## src/adc_host_pkg.sv

```systemverilog
// Constants, carrier type and states for the converter host controller.
// Assumes a 25 MHz controller clock; acquisition and timeout counts are derived from it.
package adc_host_pkg;
	localparam int CLK_NS = 40;
	localparam int CONV_FAST_NS = 1470;
	localparam int CONV_SLOW_NS = 1600;
	localparam int ACQ_FAST_NS = 200;
	localparam int ACQ_SLOW_NS = 400;
	localparam int DONE_PULSE_NS = 100;
	localparam int RES_W = 12;
	localparam int LEAD_ZEROS = 4;
	localparam int SER_BITS = LEAD_ZEROS + RES_W;
	localparam int SYNC_W = RES_W + 5;
	localparam logic [7:0] ACQ_FAST_CYC = 8'((ACQ_FAST_NS + CLK_NS - 1) / CLK_NS);
	localparam logic [7:0] ACQ_SLOW_CYC = 8'((ACQ_SLOW_NS + CLK_NS - 1) / CLK_NS);
	// Timeout is twice the slow conversion time plus the done pulse
	localparam logic [7:0] CONV_TIMEOUT_CYC =
		8'((2 * CONV_SLOW_NS + DONE_PULSE_NS + CLK_NS - 1) / CLK_NS);
	localparam logic [7:0] START_LOW_CYC = 8'h02;
	localparam logic [7:0] READ_LOW_CYC = 8'h04;
	localparam logic [7:0] SCLK_HALF_CYC = 8'h04;
	localparam logic [4:0] SER_BITS_CNT = 5'(SER_BITS);

	typedef struct packed {
		logic [RES_W-1:0] code;
		logic twos_comp;
		logic timed_out;
	} sample_s;

	typedef enum logic [2:0] {
		ST_IDLE, ST_START_LOW, ST_CONVERT, ST_PAR_READ, ST_FRAME, ST_SHIFT, ST_ACQUIRE
	} state_e;
endpackage

```

## src/adc_host.sv

```systemverilog
// Host controller that starts conversions on a 12-bit sampling converter and
// reads each result over the parallel bus or the three-wire serial link.
// Assumes device pins arrive asynchronously; the serial clock is made here.
// Functional notes
// RQ1: A rising edge on convert_start_n puts the converter in hold and starts conversion.
// RQ2: Falling conversion-done edge ends conversion; acquisition begins there.
// RQ3: Fast grade converts within 1.47 us and needs 200 ns acquisition.
// RQ4: Slow grades convert in 1.6 us and need 400 ns acquisition.
// RQ5: Next start edge waits a full acquisition after end of conversion.
// RQ6: Strap high selects parallel readout, low selects serial readout.
// RQ7: Conversion-done pulses low when a fresh result is in the output register.
// RQ8: Parallel result is driven only while select and read are both low.
// RQ9: Read strobe falls at least 200 ns before the next start edge.
// RQ10: Custom logic may wire conversion-done straight to select and read.
// RQ11: Select and read should not be held low permanently.
// RQ12: Host drives serial clock and frame_sync_n, pulling frame sync low to read.
// RQ13: Serial clock may gap, but frame_sync_n stays low for the whole transfer.
// RQ14: Serial word is four zeros then the 12-bit result, MSB first.
// RQ15: Device shifts each serial bit out on the rising serial clock edge.
// RQ16: Slow serial clocks let the host capture on the falling edge.
// RQ17: With rising-edge capture, frame sync must not fall just before a rise.
// RQ18: Serial output three-states on the first rise of clock or frame sync.
// RQ19: Serial reads happen only between end of conversion and next start.
// RQ20: Serial reads stay 200 ns or 400 ns clear of the start edge.
// RQ21: Conversion-done low pulse lasts about 100 ns.
// RQ22: Codes are two's complement on bipolar grades, straight binary on unipolar.
// RQ23: In serial mode frame_sync_n shares the pin of result bus bit 3.
// RQ24: The result stays unchanged until the next conversion completes.
`timescale 1ns/10ps
`default_nettype none
module adc_host
	import adc_host_pkg::*;
(
	input wire logic mclk,
	input wire logic arst_n,
	input wire logic start_req,
	output logic ready,
	output sample_s sample,
	output logic sample_valid,
	input wire logic parallel_mode,
	input wire logic fast_grade,
	input wire logic unipolar,
	output logic convert_start_n,
	input wire logic conv_done_n,
	output logic chip_select_n,
	output logic read_n,
	input wire logic [RES_W-1:0] result_bus_in,
	output logic frame_sync_n,
	output logic frame_sync_oe,
	output logic sclk,
	input wire logic serial_out
);
	state_e state;
	logic [SYNC_W-1:0] sync1;
	logic [SYNC_W-1:0] sync2;
	logic done_prev;
	logic [7:0] cnt;
	logic [4:0] bits;
	logic [RES_W-1:0] shreg;
	logic par;
	logic fast;
	logic uni;

	// Pin inputs pass two flops; only sync2 is ever read by logic
	always_ff @(posedge mclk or negedge arst_n) begin
		if (!arst_n) begin
			// Idle level of every pin, so no false done edge follows reset
			sync1 <= '1;
			sync2 <= '1;
			done_prev <= 1'b1;
		end else begin
			sync1 <= {conv_done_n, serial_out, parallel_mode, fast_grade, unipolar, result_bus_in};
			sync2 <= sync1;
			done_prev <= sync2[SYNC_W-1];
		end
	end

	wire done_s = sync2[SYNC_W-1];
	wire serial_out_s = sync2[SYNC_W-2];
	wire par_s = sync2[SYNC_W-3];
	wire fast_s = sync2[SYNC_W-4];
	wire uni_s = sync2[SYNC_W-5];
	wire [RES_W-1:0] bus_s = sync2[RES_W-1:0];
	// The done pulse (about 100 ns) spans at least two clock samples
	wire done_fall = done_prev & ~done_s; // RQ2 RQ7 RQ21
	wire [7:0] acq_cyc = fast ? ACQ_FAST_CYC : ACQ_SLOW_CYC; // RQ3 RQ4
	wire cnt_end = (cnt == 8'h01);
	wire last_bit = (bits == SER_BITS_CNT);

	// One place builds a published word, so both readouts mark coding alike
	// and a good read always clears a stale timeout mark
	function automatic sample_s publish(input logic [RES_W-1:0] word, input logic straight);
		publish = '{code: word, twos_comp: ~straight, timed_out: 1'b0};
	endfunction

	assign ready = (state == ST_IDLE);

	always_ff @(posedge mclk or negedge arst_n) begin
		if (!arst_n) begin
			state <= ST_IDLE;
			cnt <= 8'h00;
			bits <= 5'h00;
			shreg <= '0;
			par <= 1'b1;
			fast <= 1'b0;
			uni <= 1'b0;
			sample <= '0;
			sample_valid <= 1'b0;
			convert_start_n <= 1'b1;
			chip_select_n <= 1'b1;
			read_n <= 1'b1;
			frame_sync_n <= 1'b1;
			frame_sync_oe <= 1'b0;
			sclk <= 1'b0;
		end else begin
			sample_valid <= 1'b0;
			// Bit-3 pin turns around one cycle after the mode latch
			frame_sync_oe <= ~par; // RQ6 RQ23
			case (state)
			ST_IDLE: begin
				if (start_req) begin
					par <= par_s; // RQ6
					fast <= fast_s;
					uni <= uni_s;
					convert_start_n <= 1'b0;
					cnt <= START_LOW_CYC;
					state <= ST_START_LOW;
				end
			end
			ST_START_LOW: begin
				if (cnt_end) begin
					convert_start_n <= 1'b1; // RQ1
					cnt <= CONV_TIMEOUT_CYC;
					state <= ST_CONVERT;
				end else begin
					cnt <= cnt - 8'h01;
				end
			end
			ST_CONVERT: begin
				// Reads start only after conversion is done, never during it
				if (done_fall) begin // RQ19
					if (par) begin
						// Strobes follow the synchronised done edge, not the raw pulse
						chip_select_n <= 1'b0; // RQ8 RQ10 RQ11
						read_n <= 1'b0;
						cnt <= READ_LOW_CYC;
						state <= ST_PAR_READ;
					end else begin
						frame_sync_n <= 1'b0; // RQ12
						bits <= 5'h00;
						cnt <= SCLK_HALF_CYC; // RQ17
						state <= ST_FRAME;
					end
				end else if (cnt_end) begin
					// No done edge: the old code stays, only the mark is set
					sample.timed_out <= 1'b1;
					sample_valid <= 1'b1;
					cnt <= acq_cyc;
					state <= ST_ACQUIRE;
				end else begin
					cnt <= cnt - 8'h01;
				end
			end
			ST_PAR_READ: begin
				// Strobe held long enough for the bus to pass the synchroniser
				if (cnt_end) begin
					sample <= publish(bus_s, uni); // RQ22 RQ24
					sample_valid <= 1'b1;
					chip_select_n <= 1'b1; // RQ11
					read_n <= 1'b1;
					cnt <= acq_cyc; // RQ9
					state <= ST_ACQUIRE;
				end else begin
					cnt <= cnt - 8'h01;
				end
			end
			ST_FRAME: begin
				if (cnt_end) begin
					sclk <= 1'b1; // RQ15
					cnt <= SCLK_HALF_CYC;
					state <= ST_SHIFT;
				end else begin
					cnt <= cnt - 8'h01;
				end
			end
			ST_SHIFT: begin
				if (!cnt_end) begin
					cnt <= cnt - 8'h01;
				end else if (sclk) begin
					// Capture on the falling edge; the bit settled after the rise
					sclk <= 1'b0; // RQ16
					shreg <= {shreg[RES_W-2:0], serial_out_s}; // RQ14
					bits <= bits + 5'h01;
					cnt <= SCLK_HALF_CYC;
				end else if (last_bit) begin
					// Frame sync held low across all bits, rising ends the frame
					frame_sync_n <= 1'b1; // RQ13 RQ18
					sample <= publish(shreg, uni); // RQ22 RQ24
					sample_valid <= 1'b1;
					cnt <= acq_cyc; // RQ20
					state <= ST_ACQUIRE;
				end else begin
					sclk <= 1'b1; // RQ15
					cnt <= SCLK_HALF_CYC;
				end
			end
			ST_ACQUIRE: begin
				// Acquisition is timed from after the read, so it also covers EOC
				if (cnt_end) begin // RQ5
					state <= ST_IDLE;
				end else begin
					cnt <= cnt - 8'h01;
				end
			end
			default: begin
				state <= ST_IDLE;
			end
			endcase
		end
	end
endmodule
`default_nettype wire

```

## config.mk

```make
export PLATFORM = sky130hd
export DESIGN_NAME = adc_host
export DESIGN_NICKNAME = d
export VERILOG_FILES = /design/src/adc_host_pkg.sv /design/src/adc_host.sv
export SDC_FILE = /design/constraint.sdc
export NUM_CORES = 1
export LEC_CHECK = 0
export ABC_AREA = 1
export BUFFER_PORTS_ARGS = -buffer_cell sky130_fd_sc_hd__buf_2
export CORE_UTILIZATION = 56
export CTS_CLUSTER_DIAMETER = 120
export DETAILED_ROUTE_END_ITERATION = 10
export PLACE_DENSITY = 0.77
export SLEW_MARGIN = 20
export SYNTH_ARGS = -nofsm -noshare
export SYNTH_HDL_FRONTEND = slang
export SYNTH_SLANG_ARGS = --single-unit
```

## constraint.sdc

```tcl
create_clock -name mclk -period 2.05 [get_ports mclk]
set_clock_uncertainty 0.15 [all_clocks]
set_input_delay 0.3075 -clock mclk [delete_from_list [all_inputs] [get_ports mclk]]
set_output_delay 0.3075 -clock mclk [all_outputs]
set_load 0.005 [all_outputs]
```

==> qor.json, run 1 <==
{
  "run_status": "finished, final reports clean",
  "worstHoldPathCells": 0,
  "worst-r2r-setup-slack_ps": 130,
  "worst_hold_path_type": "reg -> reg",
  "timing.critical_path.to_type": "flop",
  "clkTransAtPathRegs_ps": 90,
  "synth_async_sr_flop_share_pct": 100,
  "dieWidth_um": 83.7,
  "gr-usage-all-layers_pct": 23.6,
  "ctsHtreeMaxLevel": 3,
  "place.detailed.hpwl_mm": 5.13,
  "finalWorstSetupSlack_ps": 133,
  "final.min_clock_period_ps": 1920,
  "share_of_post_route_cells_with_drive_strength_above_1_pct": 28.2,
  "timing_worst_setup_path_type": "reg -> reg",
  "whs_endpoint": "sync2[10]$_DFF_PN1_",
  "clock_tree_from_tritoncts": "done",
  "synth_flop_cell": "dfrtp_1",
  "placeableCoreArea_um2": 6390,
  "routed-via-count": 2765,
  "pwr-share-comb_pct": 37.5,
  "cellLeakagePower_nw": 2.25,
  "skew_pair_late_insertion_delay_ps": 360,
  "number_of_register_bits_inferred_by_synthesis": 86,
  "detail_route.iter0.violations": 141,
  "ctsRootBufferMaster": "clkbuf_8",
  "p_sw_share_pct": 38.0,
  "detail-route-antenna-nets": 0,
  "synthTopCellsByArea": "dfrtp_1 (31%), dfstp_2 (27%), nand2_1 (9.2%)",
  "p_int_mw": 3.50,
  "yosys.cell_count.top_type": "nand2_1",
  "floorplan.die_area_um2": 7010,
  "route.detailed.wl_per_inst_um": 13.6,
  "yosysTopAreaCell": "dfrtp_1",
  "globalRouteOverflowTotal": 0,
  "clock-sinks": 86,
  "maxClockFrequency_mhz": 522,
  "max-vdd-ir-drop_mv": 0.892,
  "portion_of_synthesized_cell_area_occupied_by_the_leading_cell_type_pct": 31.5,
  "regToRegStartpoint": "cnt[1]$_DFFE_PN0P_",
  "place_inst": 501,
  "n_antenna_cell": 0,
  "maxSlewViolCount": 0,
  "power_switching_mw": 2.14,
  "pin_count_of_the_biggest_net_entering_global_routing": 37,
  "tightest_slew_ps": 454,
  "worstPathMaxFanout": 12,
  "synth_enable_flop_cells": 0,
  "number_of_warnings_reported_in_the_yosys_synthesis_log": 0,
  "cts-root-to-sink-buffers": 2,
  "grt_pass1_vias": 2833,
  "place.gp.congestion": 0.900,
  "final-hold-violation-count": 0,
  "total_clock_buffers_created_by_cts": 9,
  "finish.net_count": 477,
  "grt_setup_unrepaired": "false",
  "io_pins": 42,
  "fillerInstances": 474,
  "critical_path_required_ps": 2150,
  "floorplan.rows": 29,
  "reg2reg_depth": 6,
  "max_cap_violations": 0,
  "die_y_um": 83.7,
  "post_drt_via_cell_ratio": 5.17,
  "synth_cells": 380,
  "tns_ps": 0,
  "start_kind": "flop",
  "post_cts.resized_instances": 0,
  "post-route-period-util_pct": 93.5,
  "synth_fp_nets": 404,
  "finalCoreUtilization_pct": 70.3,
  "io_buffer_count": 41,
  "postSynthAreaPerCell_um2": 9.84,
  "detail_route.first_pass.iterations": 4,
  "global_route_wire_length_before_repair_mm": 12.7,
  "setup_viol": 0,
  "crit_start": "cnt[1]$_DFFE_PN0P_",
  "wirelength_mm": 7.26,
  "grt_antenna_before_repair": 0,
  "yosysUniqueCellTypes": 30,
  "critical_path_arrival_ps": 2010,
  "total_standard_cell_area_after_synthesis_um2": 3740,
  "remaining_drc_errors": 0,
  "layout.cells.non_filler": 535,
  "power.density_nw_per_um2": 1260,
  "seq_power_share_pct": 40.4,
  "layout_overhead_on_the_synthesized_area_pct": 20.1,
  "initial_utilization_pct": 58.5,
  "slew_headroom_pct": 69.7,
  "power.share.clock_pct": 22.1,
  "preCtsSetupSlack_ps": 129,
  "min_from": "sync1[10]$_DFF_PN1_",
  "yosysSeqAreaShare_pct": 58.9,
  "rr_endpoint": "shreg[6]$_DFFE_PN0P_",
  "ys_top_cells_by_count": "nand2_1 (92), dfrtp_1 (47), nor2_1 (40), dfstp_2 (39), inv_1 (37)"
}
[power by group through the flow]
stage / Combinational (mW) / Sequential, mW / Clock (mW)
2_1_floorplan: 1.41 / 2.28 / 0
3_3_place_gp: 2.04 / 2.31 / 0
3_5_place_dp: 2.09 / 2.31 / 0
4_1_cts: 2.12 / 2.28 / 1.28
5_1_grt: 2.41 / 2.33 / 1.36
6_report: 2.12 / 2.28 / 1.25
[layout make-up]
cell class | instances | area, µm² | area share (%)
Tap cell | 77 | 96.3 | 2.14
Clock buffer | 10 | 138 | 3.06
Multi-Input combinational cell | 246 | 1340 | 29.7
Inverter | 40 | 150 | 3.34
Sequential cell | 86 | 2200 | 49.0
Timing Repair Buffer | 70 | 495 | 11.0
Clock inverter | 6 | 75.1 | 1.67
[worst max-delay path, cell delays in order, from the launching register on]
cell,delay [ps]
dfrtp_1,360
inv_1,100
ha_1,220
nand2_1,70
nor2_1,220
nand2_2,300
mux2_4,380
[repair_timing]
item	CTS	global route
hold endpoints to repair	39	0
hold buffers	18	0
setup buffers	0	0
[sequential cells by signal, indices dropped and copies added (netlist names)]
register and cells:
cnt 8, read_n 1, sync2 17, bits 5
frame_sync_oe 1, shreg 12, sample_valid 1, fast 1
sclk 1, uni 1, done_prev 1, sync1 17
sample 14, state 3, convert_start_n 1, frame_sync_n 1
par 1
[kinds of logic (layout without fill, tap and decap cells)]
family,after synthesis,after routing,synth area share [%]
mux,24,24,7.83
flops,86,86,58.9
xor+xnor,6,6,1.41
fa+ha+maj,4,4,1.34
simple gates,164,164,18.2
compound gates,48,48,7.00
buf+inv,48,126,5.39
[layout by cell type, fill, tap and decap left out, drive strengths merged]
cell | netlist | routed
nand2 | 94 | 94
buf | 8 | 52
dfrtp | 47 | 47
inv | 40 | 43
nor2 | 42 | 42
dfstp | 39 | 39
o21ai | 34 | 34
nand3 | 26 | 26
dlygate4sd3 | 0 | 18
mux2i | 12 | 12
mux2 | 12 | 12
clkbuf | 0 | 10
a21oi | 9 | 9
xor2 | 5 | 5
ha | 4 | 4
o22ai | 2 | 2
nand4 | 1 | 1
xnor2 | 1 | 1
a211oi | 1 | 1
o32ai | 1 | 1
a31oi | 1 | 1
nor3b | 1 | 1
bufinv | 0 | 1
clkinv | 0 | 1
clkinvlp | 0 | 1
[worst max-delay path by stage]
| stage | slack, ps | endpoint |
|---|---|---|
| finish | 130 | shreg[6]$_DFFE_PN0P_ |
| global route | 40 | shreg[6]$_DFFE_PN0P_ |
| CTS | 110 | shreg[6]$_DFFE_PN0P_ |
| detailed placement | 130 | shreg[8]$_DFFE_PN0P_ |
| global placement | 150 | shreg[1]$_DFFE_PN0P_ |
| floorplan | 310 | sample[10]$_DFFE_PN0P_ |
[per-stage QoR]
step           power (mW)  hold WS, ps  cell area [µm²]
5_1_grt              6.10          206             4490
4_1_cts              5.68          204             4490
2_1_floorplan        3.68         -138             3740
3_5_place_dp         4.39          143             4100
6_report             5.64          204             4490
3_3_place_gp         4.34          142             4100
[routing by layer]
metal  vias up  routed length [µm]  global-route usage (%)
li1       1359                   -                       -
met1      1314                3140                    29.2
met2        78                3590                    39.1
met3        14                 383                    8.01
met4         0                 145                    7.70
met5         -                   0                       0
No activity file was read; power rests on OpenSTA's default activity.
==> inputs of run 2 (changes only) <==
--- a/config.mk
+++ b/config.mk
@@ -5,7 +5,7 @@
 export SDC_FILE = /design/constraint.sdc
 export NUM_CORES = 1
 export LEC_CHECK = 0
-export ABC_AREA = 1
+export ABC_AREA = 0
 export BUFFER_PORTS_ARGS = -buffer_cell sky130_fd_sc_hd__buf_2
 export CORE_UTILIZATION = 56
 export CTS_CLUSTER_DIAMETER = 120
==> run 2 against run 1 <==
The run now ends with design-rule violations left. Sequential share of layout area is 4.2 points lower. Flip-flop and latch count stayed put. Cell count is 4.9% lower. Global-route usage is 1.1 points higher. Sequential power is 22% lower. Non-clock buffer count is 31 higher. Area after synthesis is 2.8% higher. Utilization is 5.4 points higher. Largest cell class unchanged. Register-to-register slack worse by 120 ps. Routed wire length is 19% higher. Final area is 9.4% higher.
==> qor.json, run 2 <==
{
  "run_status": "complete, but fails checks",
  "violations_in_the_final_reports": "design-rule violations",
  "yosysSeqAreaShare": {"value": 57.3, "unit": "%", "change": "-1.6 points"},
  "final-hold-violation-count": {"value": 0, "change": "unchanged"},
  "globalRouteOverflowTotal": {"value": 0, "change": "unchanged"},
  "clock_tree_from_tritoncts": "done",
  "floorplan.die_area": {"value": 7200, "unit": "µm²", "change": "+2.7%"},
  "synthMuxAreaShare": {"value": 10.0, "unit": "%", "change": "+2.2 points"},
  "met1_length": {"value": 3.60, "unit": "mm", "change": "+15%"},
  "synth_fp_nets": {"value": 354, "change": "-12%"},
  "synth_simple_gate_area_share": {"value": 15.4, "unit": "%", "change": "-2.8 points"},
  "synth_enable_flop_cells": {"value": 0, "change": "unchanged"},
  "synthTopCellsByArea": "dfrtp_1 (31%), dfstp_2 (27%), mux2_4 (7.4%)",
  "final.min_clock_period": {"value": 2040, "unit": "ps", "change": "+121 ps"},
  "wl_met2": {"value": 4.33, "unit": "mm", "change": "+20%"},
  "number_of_warnings_reported_in_the_yosys_synthesis_log": {"value": 0, "change": "unchanged"},
  "die_y": {"value": 84.8, "unit": "µm", "change": "+1.3%"},
  "worstPathMaxFanout": {"value": 9, "change": "-3"},
  "route.met3.wl": {"value": 511, "unit": "µm", "change": "+33%"},
  "maxClockFrequency": {"value": 491, "unit": "MHz", "change": "-5.9%"},
  "synthesized_area_fraction_occupied_by_ao_oa_aoi_and_oai_cells": {"value": 11.0, "unit": "%", "change": "+4.0 points"},
  "placeableCoreArea": {"value": 6490, "unit": "µm²", "change": "+1.7%"},
  "detail_route.first_pass.iterations": {"value": 7, "change": "+3"},
  "worst_hold_path_type": "reg -> reg",
  "worst-r2r-setup-slack": {"value": 10, "unit": "ps", "change": "-120 ps"},
  "power.density": {"value": 627, "unit": "nW/µm²", "change": "-50%"},
  "global_route_wire_length_before_repair": {"value": 13.6, "unit": "mm", "change": "+6.8%"},
  "post-route-period-util": {"value": 99.4, "unit": "%", "change": "+5.9 points"},
  "pin_count_of_the_biggest_net_entering_global_routing": {"value": 48, "change": "+30%"},
  "power": {"value": 3.08, "unit": "mW", "change": "-45%"},
  "skew_pair_late_insertion_delay": {"value": 350, "unit": "ps", "change": "about the same"},
  "critical_path_arrival": {"value": 2110, "unit": "ps", "change": "+100 ps"},
  "ctsHtreeMaxLevel": {"value": 3, "change": "unchanged"},
  "floorplan.rows": {"value": 29, "change": "unchanged"},
  "yosysTopAreaCell": "dfrtp_1",
  "place.detailed.hpwl": {"value": 5.41, "unit": "mm", "change": "+5.6%"},
  "synth-adder-area-share": {"value": 1.30, "unit": "%", "change": "-0.036 points"},
  "timing.critical_path.to_type": "flop",
  "remaining_drc_errors": {"value": 1, "change": "+1"},
  "cts-root-to-sink-buffers": {"value": 2, "change": "unchanged"},
  "finalCoreUtilization": {"value": 75.7, "unit": "%", "change": "+5.4 points"},
  "detail-route-antenna-nets": {"value": 0, "change": "unchanged"},
  "total_standard_cell_area_after_synthesis": {"value": 3840, "unit": "µm²", "change": "+2.8%"},
  "layout_overhead_on_the_synthesized_area_pct": 27.9,
  "layout_commonest_cell": "nand2_1",
  "yosysUniqueCellTypes": {"value": 60, "change": "+100%"},
  "finish.net_count": {"value": 451, "change": "-5.5%"},
  "max_cap_violations": {"value": 0, "change": "unchanged"},
  "synth_cells": {"value": 330, "change": "-13%"},
  "synth_top_family_by_area": "simple AND/OR/NAND/NOR gates",
  "initial_utilization": {"value": 59.2, "unit": "%", "change": "+0.62 points"},
  "synth_async_sr_flop_share": {"value": 100, "unit": "%", "change": "unchanged"},
  "gr-usage-all-layers": {"value": 24.7, "unit": "%", "change": "+1.1 points"},
  "critical_path_required": {"value": 2120, "unit": "ps", "change": "-30 ps"},
  "clock-sinks": {"value": 86, "change": "unchanged"},
  "detail_route.iter0.violations": {"value": 225, "change": "+60%"},
  "reg.largest.list": "sync1: 17 flops, sync2: 17 flops, sample: 14 flops",
  "synth_flop_cell": "dfrtp_1",
  "maxSlewViolCount": {"value": 0, "change": "unchanged"},
  "start_kind": "flop",
  "place.gp.congestion": {"value": 0.965, "change": "+7.3%"},
  "grt_pass1_vias": {"value": 2869, "change": "+1.3%"},
  "routed.top_layer": "met4",
  "io_pins": {"value": 42, "change": "unchanged"},
  "number_of_register_bits_inferred_by_synthesis": {"value": 86, "change": "unchanged"},
  "clkTransAtPathRegs": {"value": 90, "unit": "ps", "change": "about the same"},
  "routed-via-count": {"value": 2950, "change": "+6.7%"},
  "ctsRootBufferMaster": "clkbuf_8",
  "timing_worst_setup_path_type": "reg -> reg",
  "tightest_slew": {"value": 487, "unit": "ps", "change": "+33.2 ps"},
  "ys_top_cells_by_count": "nand2_1 (62), dfrtp_1 (47), dfstp_2 (39), mux2_4 (19), o21ai_0 (18)",
  "wirelength": {"value": 8.62, "unit": "mm", "change": "+19%"},
  "share_of_post_route_cells_with_drive_strength_above_1": {"value": 44.4, "unit": "%", "change": "+16 points"},
  "postSynthAreaPerCell": {"value": 11.6, "unit": "µm²", "change": "+18%"},
  "slew_headroom": {"value": 67.2, "unit": "%", "change": "-2.5 points"},
  "grt_antenna_before_repair": {"value": 0, "change": "unchanged"},
  "most-common-layout-cells": "nand2_1 (62), dfrtp_1 (45), buf_2 (40)",
  "total_clock_buffers_created_by_cts": {"value": 9, "change": "unchanged"},
  "yosys.cell_count.top_type": "nand2_1",
  "cellLeakagePower": {"value": 2.39, "unit": "nW", "change": "+6.5%"},
  "n_antenna_cell": {"value": 0, "change": "unchanged"},
  "route.detailed.wl_per_inst": {"value": 16.9, "unit": "µm", "change": "+25%"},
  "setup_viol": {"value": 0, "change": "unchanged"},
  "dieWidth": {"value": 84.8, "unit": "µm", "change": "+1.3%"},
  "io_buffer_count": {"value": 41, "change": "unchanged"},
  "max-vdd-ir-drop": {"value": 0.567, "unit": "mV", "change": "-36%"},
  "post_drt_via_cell_ratio": {"value": 5.80, "change": "+12%"},
  "timing.hold.ws": {"value": 203, "unit": "ps", "change": "-1.21 ps"},
  "synthXorXnorAreaFrac": {"value": 1.37, "unit": "%", "change": "-0.038 points"},
  "portion_of_synthesized_cell_area_occupied_by_the_leading_cell_type": {"value": 30.6, "unit": "%", "change": "-0.85 points"}
}
## run 2: cell count changes in the layout (fill, tap and decap cells not counted), moves of 5 or more
cell / delta
nor2_1: -30
mux2_4: +9
o21ai_1: -11
nand2_1: -30
mux2_2: +6
nand3_1: -14
buf_4: +27
mux2i_1: -11
inv_1: -28
o21ai_0: -5
## run 2: report_power, final
part	internal (mW)	switching, mW
logic	0.0486	0.0516
clock network	0.576	0.636
registers	1.76	0.0112
total	2.38	0.699
## run 2: path summary, 6_finish.rpt
check                                       endpoint                  from  depth (start not counted)
worst min-delay path              sync2[1]$_DFF_PN1_    sync1[1]$_DFF_PN1_                          0
worst max register to register    cnt[1]$_DFFE_PN0P_  state[0]$_DFFE_PN0P_                          6
worst max-delay path              cnt[1]$_DFFE_PN0P_  state[0]$_DFFE_PN0P_                          6
max in group asynchronous         sync2[7]$_DFF_PN1_                arst_n                          3
min in group asynchronous       state[2]$_DFFE_PN0P_                arst_n                          2
worst min register to register    sync2[1]$_DFF_PN1_    sync1[1]$_DFF_PN1_                          0
## run 2: timing repair
action / 4_1_cts / 5_1_grt
pin swaps: 2 / 3
hold buffers: 18 / 0
gates cloned: 0 / 1
setup buffers: 4 / 8
setup endpoints to repair: 25 / 34
resized for setup: 5 / 19
hold endpoints to repair: 35 / 0
## run 2: area by class of cell
type                            count  area (µm²)
Sequential cell                    86        2200
Fill cell                         379        1580
Tap cell                           77        96.3
Timing Repair Buffer              101         774
Inverter                           13        51.3
Clock inverter                      7        78.8
Clock buffer                        9         124
Multi-Input combinational cell    216        1590
## run 2: through the flow
stage                     setup TNS, ps  setup slack (ps)  area (µm²)  std cells
final                                 0              12.5        4920        509
after global routing              -80.4             -67.6        4920        509
after CTS                             0             0.719        4750        500
after detailed placement          -1040             -73.8        4310        462
after global placement             -629             -60.0        4310        462
after floorplan                       0              58.4        3840        330
## run 2: logic make-up (layout without fill, tap and decap cells)
| logic type | Yosys count | after routing |
|---|---|---|
| compound gates | 63 | 63 |
| xor+xnor | 6 | 6 |
| fa+ha+maj | 4 | 4 |
| buf+inv | 28 | 130 |
| flops | 86 | 86 |
| mux | 28 | 28 |
| simple gates | 115 | 115 |
## run 2: worst max-delay path, stage by stage (launching register included)
cell and delay, ps:
dfrtp_2 430, buf_4 170, or3_4 410, o21ai_0 260, a31oi_1 140, o21ai_0 270
a31oi_1 80
## run 2: layer usage
metal | up-vias | global-route usage, %
met5 | - | 0
met4 | 0 | 10.0
met3 | 21 | 4.47
met2 | 121 | 41.2
met1 | 1468 | 32.4
li1 | 1340 | -
